`src/logic/rid_pkg.sv`:
```
// constants and types for the risc instruction decoder
// Overview of operation
// - every instruction is one 32-bit word
// - classify into immediate, jump or register layout
// - accept all three architecture levels unchanged
// - memory transfers are immediate-layout, registers only
// - address is base plus sign-extended 16-bit offset
// - all widths, signedness, partial, linked, sync
// - register forms all registers; immediate uses imm16
// - separate immediate, register, shift, multiply groups
// - arithmetic and logic ops, word and doubleword
// - doubleword shifts with plus 32 amount
// - left, logical right, arithmetic right; constant, variable
// - multiply/divide use result regs, with moves
// - one delay slot after every jump/branch not itself in a slot
// - likely branch nullifies slot when not taken
// - compare and zero-sign branches, link, likely
// - jumps to target or register, with link
package rid_pkg;

  // ---------------------------------------------------------------
  // field layout of the 32-bit word
  // ---------------------------------------------------------------
  localparam int INSN_W = 32;
  localparam int OP_MSB = 31;
  localparam int OP_LSB = 26;
  localparam int RS_MSB = 25;
  localparam int RS_LSB = 21;
  localparam int RT_MSB = 20;
  localparam int RT_LSB = 16;
  localparam int RD_MSB = 15;
  localparam int RD_LSB = 11;
  localparam int SA_MSB = 10;
  localparam int SA_LSB = 6;
  localparam int FN_MSB = 5;
  localparam int IMM_W = 16;
  localparam int JT_W = 26;
  localparam int XLEN = 64;
  localparam logic [4:0] LINK_REG = 5'h1f;

  // ---------------------------------------------------------------
  // primary opcodes
  // ---------------------------------------------------------------
  localparam logic [5:0] OPC_SPECIAL = 6'h00, OPC_REGIMM = 6'h01,
    OPC_J = 6'h02, OPC_JAL = 6'h03, OPC_BEQ = 6'h04, OPC_BNE = 6'h05,
    OPC_BLEZ = 6'h06, OPC_BGTZ = 6'h07, OPC_ADDI = 6'h08,
    OPC_ADDIU = 6'h09, OPC_SLTI = 6'h0a, OPC_SLTIU = 6'h0b,
    OPC_ANDI = 6'h0c, OPC_ORI = 6'h0d, OPC_XORI = 6'h0e,
    OPC_LUI = 6'h0f, OPC_BEQL = 6'h14, OPC_BNEL = 6'h15,
    OPC_BLEZL = 6'h16, OPC_BGTZL = 6'h17, OPC_DADDI = 6'h18,
    OPC_DADDIU = 6'h19, OPC_LDL = 6'h1a, OPC_LDR = 6'h1b,
    OPC_LB = 6'h20, OPC_LH = 6'h21, OPC_LWL = 6'h22, OPC_LW = 6'h23,
    OPC_LBU = 6'h24, OPC_LHU = 6'h25, OPC_LWR = 6'h26,
    OPC_LWU = 6'h27, OPC_SB = 6'h28, OPC_SH = 6'h29,
    OPC_SWL = 6'h2a, OPC_SW = 6'h2b, OPC_SDL = 6'h2c,
    OPC_SDR = 6'h2d, OPC_SWR = 6'h2e, OPC_LL = 6'h30,
    OPC_LLD = 6'h34, OPC_LD = 6'h37, OPC_SC = 6'h38,
    OPC_SCD = 6'h3c, OPC_SD = 6'h3f;

  // ---------------------------------------------------------------
  // register-layout function codes
  // ---------------------------------------------------------------
  localparam logic [5:0] FN_SLL = 6'h00, FN_SRL = 6'h02,
    FN_SRA = 6'h03, FN_SLLV = 6'h04, FN_SRLV = 6'h06,
    FN_SRAV = 6'h07, FN_JR = 6'h08, FN_JALR = 6'h09,
    FN_SYNC = 6'h0f, FN_MF_UP = 6'h10, FN_MT_UP = 6'h11,
    FN_MF_LOW = 6'h12, FN_MT_LOW = 6'h13, FN_DSLLV = 6'h14,
    FN_DSRLV = 6'h16, FN_DSRAV = 6'h17, FN_MULT = 6'h18,
    FN_MULTU = 6'h19, FN_DIV = 6'h1a, FN_DIVU = 6'h1b,
    FN_DMULT = 6'h1c, FN_DMULTU = 6'h1d, FN_DDIV = 6'h1e,
    FN_DDIVU = 6'h1f, FN_ADD = 6'h20, FN_ADDU = 6'h21,
    FN_SUB = 6'h22, FN_SUBU = 6'h23, FN_AND = 6'h24, FN_OR = 6'h25,
    FN_XOR = 6'h26, FN_NOR = 6'h27, FN_SLT = 6'h2a,
    FN_SLTU = 6'h2b, FN_DADD = 6'h2c, FN_DADDU = 6'h2d,
    FN_DSUB = 6'h2e, FN_DSUBU = 6'h2f, FN_DSLL = 6'h38,
    FN_DSRL = 6'h3a, FN_DSRA = 6'h3b, FN_DSLL32 = 6'h3c,
    FN_DSRL32 = 6'h3e, FN_DSRA32 = 6'h3f;

  // zero-sign branch selectors in the rt field
  localparam logic [4:0] RT_BLTZ = 5'h00, RT_BGEZ = 5'h01,
    RT_BLTZL = 5'h02, RT_BGEZL = 5'h03, RT_BLTZAL = 5'h10,
    RT_BGEZAL = 5'h11, RT_BLTZALL = 5'h12, RT_BGEZALL = 5'h13;

  // ---------------------------------------------------------------
  // decoded control types
  // ---------------------------------------------------------------
  typedef enum logic [1:0] {FMT_IMM, FMT_JMP, FMT_REG} rid_fmt_t;
  typedef enum logic [3:0] {CLS_NONE, CLS_LOAD, CLS_STORE, CLS_SYNC,
    CLS_ALU_IMM, CLS_ALU_REG, CLS_SHIFT, CLS_MULDIV, CLS_JUMP,
    CLS_BRANCH} rid_cls_t;
  typedef enum logic [4:0] {AOP_NONE, AOP_ADD, AOP_ADDU, AOP_SUB,
    AOP_SUBU, AOP_SLT, AOP_SLTU, AOP_AND, AOP_OR, AOP_XOR, AOP_NOR,
    AOP_LUI, AOP_SLL, AOP_SRL, AOP_SRA, AOP_MULT, AOP_MULTU,
    AOP_DIV, AOP_DIVU, AOP_FROM_UPPER, AOP_TO_UPPER, AOP_FROM_LOWER,
    AOP_TO_LOWER} rid_aop_t;
  typedef enum logic [1:0] {MW_BYTE, MW_HALF, MW_WORD,
    MW_DWORD} rid_mw_t;
  typedef enum logic [1:0] {MP_FULL, MP_LEFT, MP_RIGHT} rid_mp_t;
  typedef enum logic [2:0] {BC_NONE, BC_ALWAYS, BC_EQ, BC_NE, BC_LEZ,
    BC_GTZ, BC_LTZ, BC_GEZ} rid_bc_t;

endpackage

```
`src/logic/rid_decoder.sv`:
```
// instruction decoder with delay-slot tracking
`timescale 1ns/1ps
module rid_decoder
  import rid_pkg::*;
(
  // clock and reset
  input wire logic core_clk,
  input wire logic rst_n,
  // from fetch
  input wire logic instr_valid,
  input wire logic [INSN_W-1:0] instr_word,
  // branch outcome for the slot now presented
  input wire logic br_taken,
  // decoded controls
  output logic dec_valid_r,
  output rid_fmt_t dec_fmt_r,
  output rid_cls_t dec_class_r,
  output rid_aop_t dec_alu_op_r,
  output logic dec_dword_r,
  output logic [4:0] dec_rs_r,
  output logic [4:0] dec_rt_r,
  output logic [4:0] dec_dest_r,
  output logic dec_src2_imm_r,
  output logic [XLEN-1:0] dec_imm_r,
  output logic [5:0] dec_shamt_r,
  output logic dec_shift_var_r,
  output rid_mw_t dec_mem_width_r,
  output logic dec_mem_unsigned_r,
  output rid_mp_t dec_mem_part_r,
  output logic dec_mem_linked_r,
  output rid_bc_t dec_br_cond_r,
  output logic dec_likely_r,
  output logic dec_link_r,
  output logic dec_jump_reg_r,
  output logic [JT_W-1:0] dec_jtarget_r,
  // slot and exception status
  output logic dec_delay_slot_r,
  output logic dec_nullify_r,
  output logic dec_reserved_r
);

  // ---------------------------------------------------------------
  // field extraction
  // ---------------------------------------------------------------
  typedef enum logic [1:0] {DS_IDLE, DS_SLOT, DS_LIKELY} rid_ds_t;

  logic [5:0] op;
  logic [5:0] fn;
  logic [4:0] rtf;
  logic [4:0] sa;
  logic [IMM_W-1:0] imm;

  // whole word is one instruction
  assign op = instr_word[OP_MSB:OP_LSB];
  assign fn = instr_word[FN_MSB:0];
  assign rtf = instr_word[RT_MSB:RT_LSB];
  assign sa = instr_word[SA_MSB:SA_LSB];
  assign imm = instr_word[IMM_W-1:0];

  rid_fmt_t fmt_nxt;
  rid_cls_t cls_nxt;
  rid_aop_t aop_nxt;
  rid_mw_t mw_nxt;
  rid_mp_t mp_nxt;
  rid_bc_t bc_nxt;
  logic dw_nxt;
  logic [4:0] dest_nxt;
  logic src2_nxt;
  logic [XLEN-1:0] imm_nxt;
  logic [5:0] sh_nxt;
  logic shvar_nxt;
  logic mu_nxt;
  logic ml_nxt;
  logic lkl_nxt;
  logic lk_nxt;
  logic jr_nxt;
  logic rsv_nxt;

  // logic op from the two low code bits
  function automatic rid_aop_t logic_op(input logic [1:0] k);
    rid_aop_t r;
    unique case (k)
      2'h0: r = AOP_AND;
      2'h1: r = AOP_OR;
      2'h2: r = AOP_XOR;
      2'h3: r = AOP_NOR;
    endcase
    return r;
  endfunction

  // ---------------------------------------------------------------
  // instruction decode, levels one to three
  // ---------------------------------------------------------------
  always_comb begin
    fmt_nxt = FMT_IMM;
    cls_nxt = CLS_NONE;
    aop_nxt = AOP_NONE;
    dw_nxt = 1'b0;
    dest_nxt = rtf;
    src2_nxt = 1'b0;
    imm_nxt = {{(XLEN-IMM_W){imm[IMM_W-1]}}, imm};
    sh_nxt = {1'b0, sa};
    shvar_nxt = 1'b0;
    bc_nxt = BC_NONE;
    lkl_nxt = 1'b0;
    lk_nxt = 1'b0;
    jr_nxt = 1'b0;
    rsv_nxt = 1'b0;
    case (op)
      OPC_SPECIAL: begin
        fmt_nxt = FMT_REG;
        dest_nxt = instr_word[RD_MSB:RD_LSB];
        case (fn)
          FN_SLL, FN_SRL, FN_SRA, FN_SLLV, FN_SRLV, FN_SRAV,
          FN_DSLLV, FN_DSRLV, FN_DSRAV, FN_DSLL, FN_DSRL, FN_DSRA,
          FN_DSLL32, FN_DSRL32, FN_DSRA32: begin
            cls_nxt = CLS_SHIFT;
            // direction from low bits, variable from bit 2 when bit 5 is clear
            aop_nxt = (fn[1:0] == 2'h0) ? AOP_SLL :
                      (fn[0] ? AOP_SRA : AOP_SRL);
            dw_nxt = fn[4] | fn[5];
            shvar_nxt = ~fn[5] & fn[2];
            sh_nxt = {fn[5] & fn[2], sa};
          end
          FN_ADD, FN_ADDU, FN_SUB, FN_SUBU,
          FN_DADD, FN_DADDU, FN_DSUB, FN_DSUBU: begin
            cls_nxt = CLS_ALU_REG;
            dw_nxt = fn[3];
            aop_nxt = fn[1] ? (fn[0] ? AOP_SUBU : AOP_SUB) :
                              (fn[0] ? AOP_ADDU : AOP_ADD);
          end
          FN_AND, FN_OR, FN_XOR, FN_NOR: begin
            cls_nxt = CLS_ALU_REG;
            aop_nxt = logic_op(fn[1:0]);
          end
          FN_SLT, FN_SLTU: begin
            cls_nxt = CLS_ALU_REG;
            aop_nxt = fn[0] ? AOP_SLTU : AOP_SLT;
          end
          FN_MULT, FN_MULTU, FN_DIV, FN_DIVU,
          FN_DMULT, FN_DMULTU, FN_DDIV, FN_DDIVU: begin
            // results land in the upper/lower result regs
            cls_nxt = CLS_MULDIV;
            dw_nxt = fn[2];
            aop_nxt = fn[1] ? (fn[0] ? AOP_DIVU : AOP_DIV) :
                              (fn[0] ? AOP_MULTU : AOP_MULT);
          end
          FN_MF_UP: begin
            cls_nxt = CLS_MULDIV;
            aop_nxt = AOP_FROM_UPPER;
          end
          FN_MT_UP: begin
            cls_nxt = CLS_MULDIV;
            aop_nxt = AOP_TO_UPPER;
          end
          FN_MF_LOW: begin
            cls_nxt = CLS_MULDIV;
            aop_nxt = AOP_FROM_LOWER;
          end
          FN_MT_LOW: begin
            cls_nxt = CLS_MULDIV;
            aop_nxt = AOP_TO_LOWER;
          end
          FN_JR, FN_JALR: begin
            cls_nxt = CLS_JUMP;
            bc_nxt = BC_ALWAYS;
            jr_nxt = 1'b1;
            lk_nxt = fn[0];
          end
          FN_SYNC: cls_nxt = CLS_SYNC;
          default: rsv_nxt = 1'b1;
        endcase
      end
      OPC_REGIMM: begin
        cls_nxt = CLS_BRANCH;
        case (rtf)
          RT_BLTZ, RT_BGEZ, RT_BLTZL, RT_BGEZL,
          RT_BLTZAL, RT_BGEZAL, RT_BLTZALL, RT_BGEZALL: begin
            bc_nxt = rtf[0] ? BC_GEZ : BC_LTZ;
            lkl_nxt = rtf[1];
            lk_nxt = rtf[4];
            dest_nxt = LINK_REG;
          end
          default: rsv_nxt = 1'b1;
        endcase
      end
      OPC_J, OPC_JAL: begin
        fmt_nxt = FMT_JMP;
        cls_nxt = CLS_JUMP;
        bc_nxt = BC_ALWAYS;
        lk_nxt = op[0];
        dest_nxt = LINK_REG;
      end
      OPC_BEQ, OPC_BNE, OPC_BLEZ, OPC_BGTZ,
      OPC_BEQL, OPC_BNEL, OPC_BLEZL, OPC_BGTZL: begin
        cls_nxt = CLS_BRANCH;
        lkl_nxt = op[4];
        unique case (op[1:0])
          2'h0: bc_nxt = BC_EQ;
          2'h1: bc_nxt = BC_NE;
          2'h2: bc_nxt = BC_LEZ;
          2'h3: bc_nxt = BC_GTZ;
        endcase
      end
      OPC_ADDI, OPC_ADDIU, OPC_DADDI, OPC_DADDIU: begin
        cls_nxt = CLS_ALU_IMM;
        src2_nxt = 1'b1;
        dw_nxt = op[4];
        aop_nxt = op[0] ? AOP_ADDU : AOP_ADD;
      end
      OPC_SLTI, OPC_SLTIU: begin
        cls_nxt = CLS_ALU_IMM;
        src2_nxt = 1'b1;
        aop_nxt = op[0] ? AOP_SLTU : AOP_SLT;
      end
      OPC_ANDI, OPC_ORI, OPC_XORI, OPC_LUI: begin
        cls_nxt = CLS_ALU_IMM;
        src2_nxt = 1'b1;
        imm_nxt = {{(XLEN-IMM_W){1'b0}}, imm};
        aop_nxt = (op == OPC_LUI) ? AOP_LUI : logic_op(op[1:0]);
      end
      OPC_LB, OPC_LBU, OPC_LH, OPC_LHU, OPC_LW, OPC_LWU, OPC_LWL,
      OPC_LWR, OPC_LD, OPC_LDL, OPC_LDR, OPC_LL, OPC_LLD: begin
        cls_nxt = CLS_LOAD;
        src2_nxt = 1'b1;
      end
      OPC_SB, OPC_SH, OPC_SW, OPC_SWL, OPC_SWR, OPC_SD, OPC_SDL,
      OPC_SDR, OPC_SC, OPC_SCD: begin
        cls_nxt = CLS_STORE;
        src2_nxt = 1'b1;
      end
      default: rsv_nxt = 1'b1;
    endcase
  end

  // ---------------------------------------------------------------
  // memory access attributes
  // ---------------------------------------------------------------
  always_comb begin
    mw_nxt = MW_WORD;
    mp_nxt = MP_FULL;
    mu_nxt = 1'b0;
    ml_nxt = 1'b0;
    case (op)
      OPC_LB, OPC_SB: mw_nxt = MW_BYTE;
      OPC_LH, OPC_SH: mw_nxt = MW_HALF;
      OPC_LWL, OPC_SWL: mp_nxt = MP_LEFT;
      OPC_LWR, OPC_SWR: mp_nxt = MP_RIGHT;
      OPC_LWU: mu_nxt = 1'b1;
      OPC_LL, OPC_SC: ml_nxt = 1'b1;
      OPC_LD, OPC_SD: mw_nxt = MW_DWORD;
      OPC_LBU: begin
        mw_nxt = MW_BYTE;
        mu_nxt = 1'b1;
      end
      OPC_LHU: begin
        mw_nxt = MW_HALF;
        mu_nxt = 1'b1;
      end
      OPC_LDL, OPC_SDL: begin
        mw_nxt = MW_DWORD;
        mp_nxt = MP_LEFT;
      end
      OPC_LDR, OPC_SDR: begin
        mw_nxt = MW_DWORD;
        mp_nxt = MP_RIGHT;
      end
      OPC_LLD, OPC_SCD: begin
        mw_nxt = MW_DWORD;
        ml_nxt = 1'b1;
      end
      default: mw_nxt = MW_WORD;
    endcase
  end

  // ---------------------------------------------------------------
  // delay-slot tracking
  // ---------------------------------------------------------------
  rid_ds_t ds_r;
  rid_ds_t ds_nxt;
  logic cti;
  logic slot_nxt;
  logic null_nxt;

  assign cti = (cls_nxt == CLS_JUMP || cls_nxt == CLS_BRANCH) &&
               !rsv_nxt;

  // arm after a jump/branch; a transfer inside a slot does not arm
  always_comb begin
    ds_nxt = ds_r;
    slot_nxt = 1'b0;
    null_nxt = 1'b0;
    if (instr_valid) begin
      unique case (ds_r)
        DS_IDLE: if (cti) begin
          ds_nxt = lkl_nxt ? DS_LIKELY : DS_SLOT;
        end
        DS_SLOT: begin
          slot_nxt = 1'b1;
          ds_nxt = DS_IDLE;
        end
        DS_LIKELY: begin
          slot_nxt = 1'b1;
          null_nxt = !br_taken;
          ds_nxt = DS_IDLE;
        end
      endcase
    end
  end

  // ---------------------------------------------------------------
  // output registers
  // ---------------------------------------------------------------
  always_ff @(posedge core_clk) begin
    if (!rst_n) begin
      ds_r <= DS_IDLE;
      dec_valid_r <= 1'b0;
      dec_fmt_r <= FMT_IMM;
      dec_class_r <= CLS_NONE;
      dec_alu_op_r <= AOP_NONE;
      dec_dword_r <= 1'b0;
      dec_rs_r <= '0;
      dec_rt_r <= '0;
      dec_dest_r <= '0;
      dec_src2_imm_r <= 1'b0;
      dec_imm_r <= '0;
      dec_shamt_r <= '0;
      dec_shift_var_r <= 1'b0;
      dec_mem_width_r <= MW_WORD;
      dec_mem_unsigned_r <= 1'b0;
      dec_mem_part_r <= MP_FULL;
      dec_mem_linked_r <= 1'b0;
      dec_br_cond_r <= BC_NONE;
      dec_likely_r <= 1'b0;
      dec_link_r <= 1'b0;
      dec_jump_reg_r <= 1'b0;
      dec_jtarget_r <= '0;
      dec_delay_slot_r <= 1'b0;
      dec_nullify_r <= 1'b0;
      dec_reserved_r <= 1'b0;
    end else begin
      ds_r <= ds_nxt;
      dec_valid_r <= instr_valid;
      dec_fmt_r <= fmt_nxt;
      dec_class_r <= cls_nxt;
      dec_alu_op_r <= aop_nxt;
      dec_dword_r <= dw_nxt | (mw_nxt == MW_DWORD);
      dec_rs_r <= instr_word[RS_MSB:RS_LSB];
      dec_rt_r <= rtf;
      dec_dest_r <= dest_nxt;
      dec_src2_imm_r <= src2_nxt;
      dec_imm_r <= imm_nxt;
      dec_shamt_r <= sh_nxt;
      dec_shift_var_r <= shvar_nxt;
      dec_mem_width_r <= mw_nxt;
      dec_mem_unsigned_r <= mu_nxt;
      dec_mem_part_r <= mp_nxt;
      dec_mem_linked_r <= ml_nxt;
      dec_br_cond_r <= bc_nxt;
      dec_likely_r <= lkl_nxt;
      dec_link_r <= lk_nxt;
      dec_jump_reg_r <= jr_nxt;
      dec_jtarget_r <= instr_word[JT_W-1:0];
      dec_delay_slot_r <= slot_nxt;
      dec_nullify_r <= null_nxt;
      dec_reserved_r <= instr_valid & rsv_nxt;
    end
  end
endmodule

```
`config.mk`:
```
export PLATFORM = sky130hd
export DESIGN_NAME = rid_decoder
export DESIGN_NICKNAME = d
export VERILOG_FILES = /design/src/logic/rid_pkg.sv /design/src/logic/rid_decoder.sv
export SDC_FILE = /design/constraint.sdc
export NUM_CORES = 1
export LEC_CHECK = 0
export ABC_AREA = 1
export BUFFER_PORTS_ARGS = -buffer_cell sky130_fd_sc_hd__buf_2
export CAP_MARGIN = 25
export CORE_MARGIN = 2
export CORE_UTILIZATION = 29
export DETAILED_ROUTE_END_ITERATION = 8
export GPL_ROUTABILITY_DRIVEN = 0
export SLEW_MARGIN = 20
export SYNTH_ARGS = -nofsm -noshare
export SYNTH_HDL_FRONTEND = slang
export SYNTH_SLANG_ARGS = --single-unit
```
`constraint.sdc`:
```
create_clock -name core_clk -period 2.2 [get_ports core_clk]
set_clock_uncertainty 0.2 [all_clocks]
set_input_delay 0 -clock core_clk [delete_from_list [all_inputs] [get_ports core_clk]]
set_output_delay 0 -clock core_clk [all_outputs]
set_load 0.02 [all_outputs]
```
==> results_dict.tcl <==
set metrics [dict create \
    status "finished, violations left" \
    violations "hold timing" \
    ctsLongestPathBuffers 2 \
    clkSinkCount 65 \
    gr-usage-met2 0.279 \
    std_cell_rows 42 \
    synth_seq_area_share 0.334 \
    fmax_mhz 484 \
    yosysMostFrequentCell "nand2_1" \
    drv_slew 0 \
    grt_use_met3 0.0328 \
    irDropWorstVdd_v 0.000352 \
    start_util 0.296 \
    power.density_nw_per_um2 647 \
    fin_area_sq_um 5440 \
    ys_types 34 \
    htree_num_levels 3 \
    diodes 0 \
    wirelength_um 11700 \
    synth_top_area_share 0.334 \
    design.die.area_sq_um 14400 \
    die_h_um 120 \
    synth_edf_count 0 \
    vias_per_cell 4.51 \
    synth_nets 611 \
    grt_start_max_net_pins 49 \
    clk_pin_slew_worst_paths_ps 60 \
    crit_fanout 7 \
    area_growth_pct 39.4 \
    start_kind "primary input" \
    synth-main-ff-cell "dfxtp_1" \
    hpwl_um 8660 \
    grt_overflow 0 \
    syn_inst 563 \
    setup_violations 0 \
    synth_area_sq_um 3900 \
    placed_area_sq_um 4540 \
    arrival_ps 2140 \
    port_buffers 176 \
    leakage_uw 0.00312 \
    ys_ff_latch 65 \
    grt_pass1_wl_um 18400 \
    worstMarginPinSlew_ps 427 \
    met1_usage 0.189 \
    p_total_uw 3520 \
    grt_antenna_before_repair 0 \
    die-width_um 120 \
    hold_violations 1 \
    synth_top_cells_by_count "nand2_1 (108), inv_1 (82), buf_4 (79)" \
    ys_top_cells_by_area "dfxtp_1 (33%), buf_4 (15%), nand2_1 (10%)" \
    grt_pass1_vias 3765 \
    hp-class "primary input to flop" \
    critPathCaptureType "flop" \
    nNetsFinal 788 \
    clk_latency_ps 330 \
    cts_tree "yes" \
    ant_nets 0 \
    cts-root-buf "clkbuf_16" \
    numCtsBuffers 9 \
    avgRoutedWirePerCell_um 12.7 \
    grt-busiest-layer "met2" \
    cp.required_ps 2270 \
    setup.worst_path.class "primary input to flop" \
    fin_crit_sh 0.938 \
    synthArstFlopShare 0 \
    drc 0 \
    first_pass_iters 5 \
    synth_area_per_cell_sq_um 6.93 \
    max_cap_viol_count 0 \
    vias 4157 \
    core_sq_um 13200 \
    relSlewSlack 0.715 \
    drt_iter0_drc 333 \
    yosysTopAreaCell "dfxtp_1" \
    gr-usage-all-layers 0.160 \
    drive_above_1_share 0.349 \
    period_minus_slack_ps 2060 \
    timing.hold.ws_ps -6.24 \
    ios 177 \
    ys.warnings.count 0 \
]
==> timing repair <==
action	in CTS	in global routing
hold buffers	53	0
setup endpoints to repair	0	2
resized for setup	0	14
buffers inserted	0	3
hold endpoints to repair	55	0
==> area by class of cell <==
type	count	area, sq um
clock buffers	9	225
clock inverters	7	75.1
fillers	1302	7750
inverters	88	330
multi-input cells	321	1680
flip-flops and latches	65	1300
well taps	176	220
repair buffers	255	1600
==> worst paths after layout <==
kind,slack [ps],cells after the start,to,start
worst min register to register,330,2,ds_r[1]$_SDFFE_PN0P_,ds_r[1]$_SDFFE_PN0P_
worst min-delay path,-6,4,dec_mem_part_r[0]$_SDFF_PN0_,instr_word[28]
worst max-delay path,140,10,dec_shift_var_r$_SDFF_PN0_,instr_word[5]
worst max register to register,650,5,dec_nullify_r$_SDFF_PN0_,ds_r[0]$_SDFFE_PN0P_
==> kinds of logic (layout without fill, tap and decap cells) <==
| group | Yosys count | count (layout) | synth area share |
|---|---|---|---|
| AO/OA/AOI/OAI | 54 | 54 | 0.0888 |
| buffers and inverters | 177 | 359 | 0.249 |
| adder cells (fa/ha/maj) | 12 | 12 | 0.0385 |
| flip-flops | 65 | 65 | 0.334 |
| AND/OR/NAND/NOR | 255 | 255 | 0.290 |
==> sequential cells by signal, summed over array words and instances, names as in the netlist, 2 cells and up <==
name and cells:
dec_alu_op_r 5, dec_br_cond_r 3, dec_class_r 4, dec_dest_r 5
dec_fmt_r 2, dec_imm_r 16, dec_jtarget_r 2, dec_mem_part_r 2
dec_mem_width_r 2, dec_rs_r 5, dec_rt_r 4, ds_r 2
==> layer usage <==
metal	up-vias	part of all wire
met4	0	0.026
met3	23	0.077
met5	-	0
met1	1854	0.40
li1	2047	-
met2	233	0.50
==> where the power goes <==
part	internal, uW	total [uW]	switching [uW]
Combinational	299	808	509
Clock	887	1450	566
Sequential	1240	1260	22.1
Total	2420	3520	1100
==> layout by cell type, fill, tap and decap left out, types with 2 or more instances in the layout <==
cell           instances
nand3_1               43
nor2_1                62
nor2_4                 9
buf_2                176
buf_4                 27
inv_2                  7
a21oi_1               16
clkbuf_16              9
ha_1                  12
o2111ai_1              3
a31oi_1                5
nor3_1                 5
nand2_2                5
o22ai_1                6
inv_6                  3
o32ai_1                2
nand2_1              107
nor2_2                10
dlygate4sd3_1         52
o21ai_0                9
nand3_2                7
nand4_1                6
inv_1                 81
o211ai_1               4
clkinv_2               2
dfxtp_1               65
==> worst max-delay path, cell delays in order <==
cell,delay [ps]
dlygate4sd3_1,540
buf_2,190
nor2_2,290
nand3_1,120
nand2_1,90
inv_1,60
nand2_2,80
o211ai_1,120
nor2_1,100
dlygate4sd3_1,540
==> per-stage QoR <==
| step | util | std cells | setup WS [ps] | TNS, ps | hold WS (ps) |
|---|---|---|---|---|---|
| final | 0.412 | 921 | 135 | 0 | -6.24 |
| after global routing | 0.412 | 921 | -10.3 | -11.1 | 37.5 |
| after CTS | 0.407 | 919 | 127 | 0 | 7.06 |
| after detailed placement | 0.344 | 850 | -85.6 | -147 | -40.2 |
| after global placement | 0.344 | 850 | 53.2 | 0 | -43.2 |
| after floorplan | - | 563 | 330 | 0 | -128 |
(Power assumes the default switching activity.)
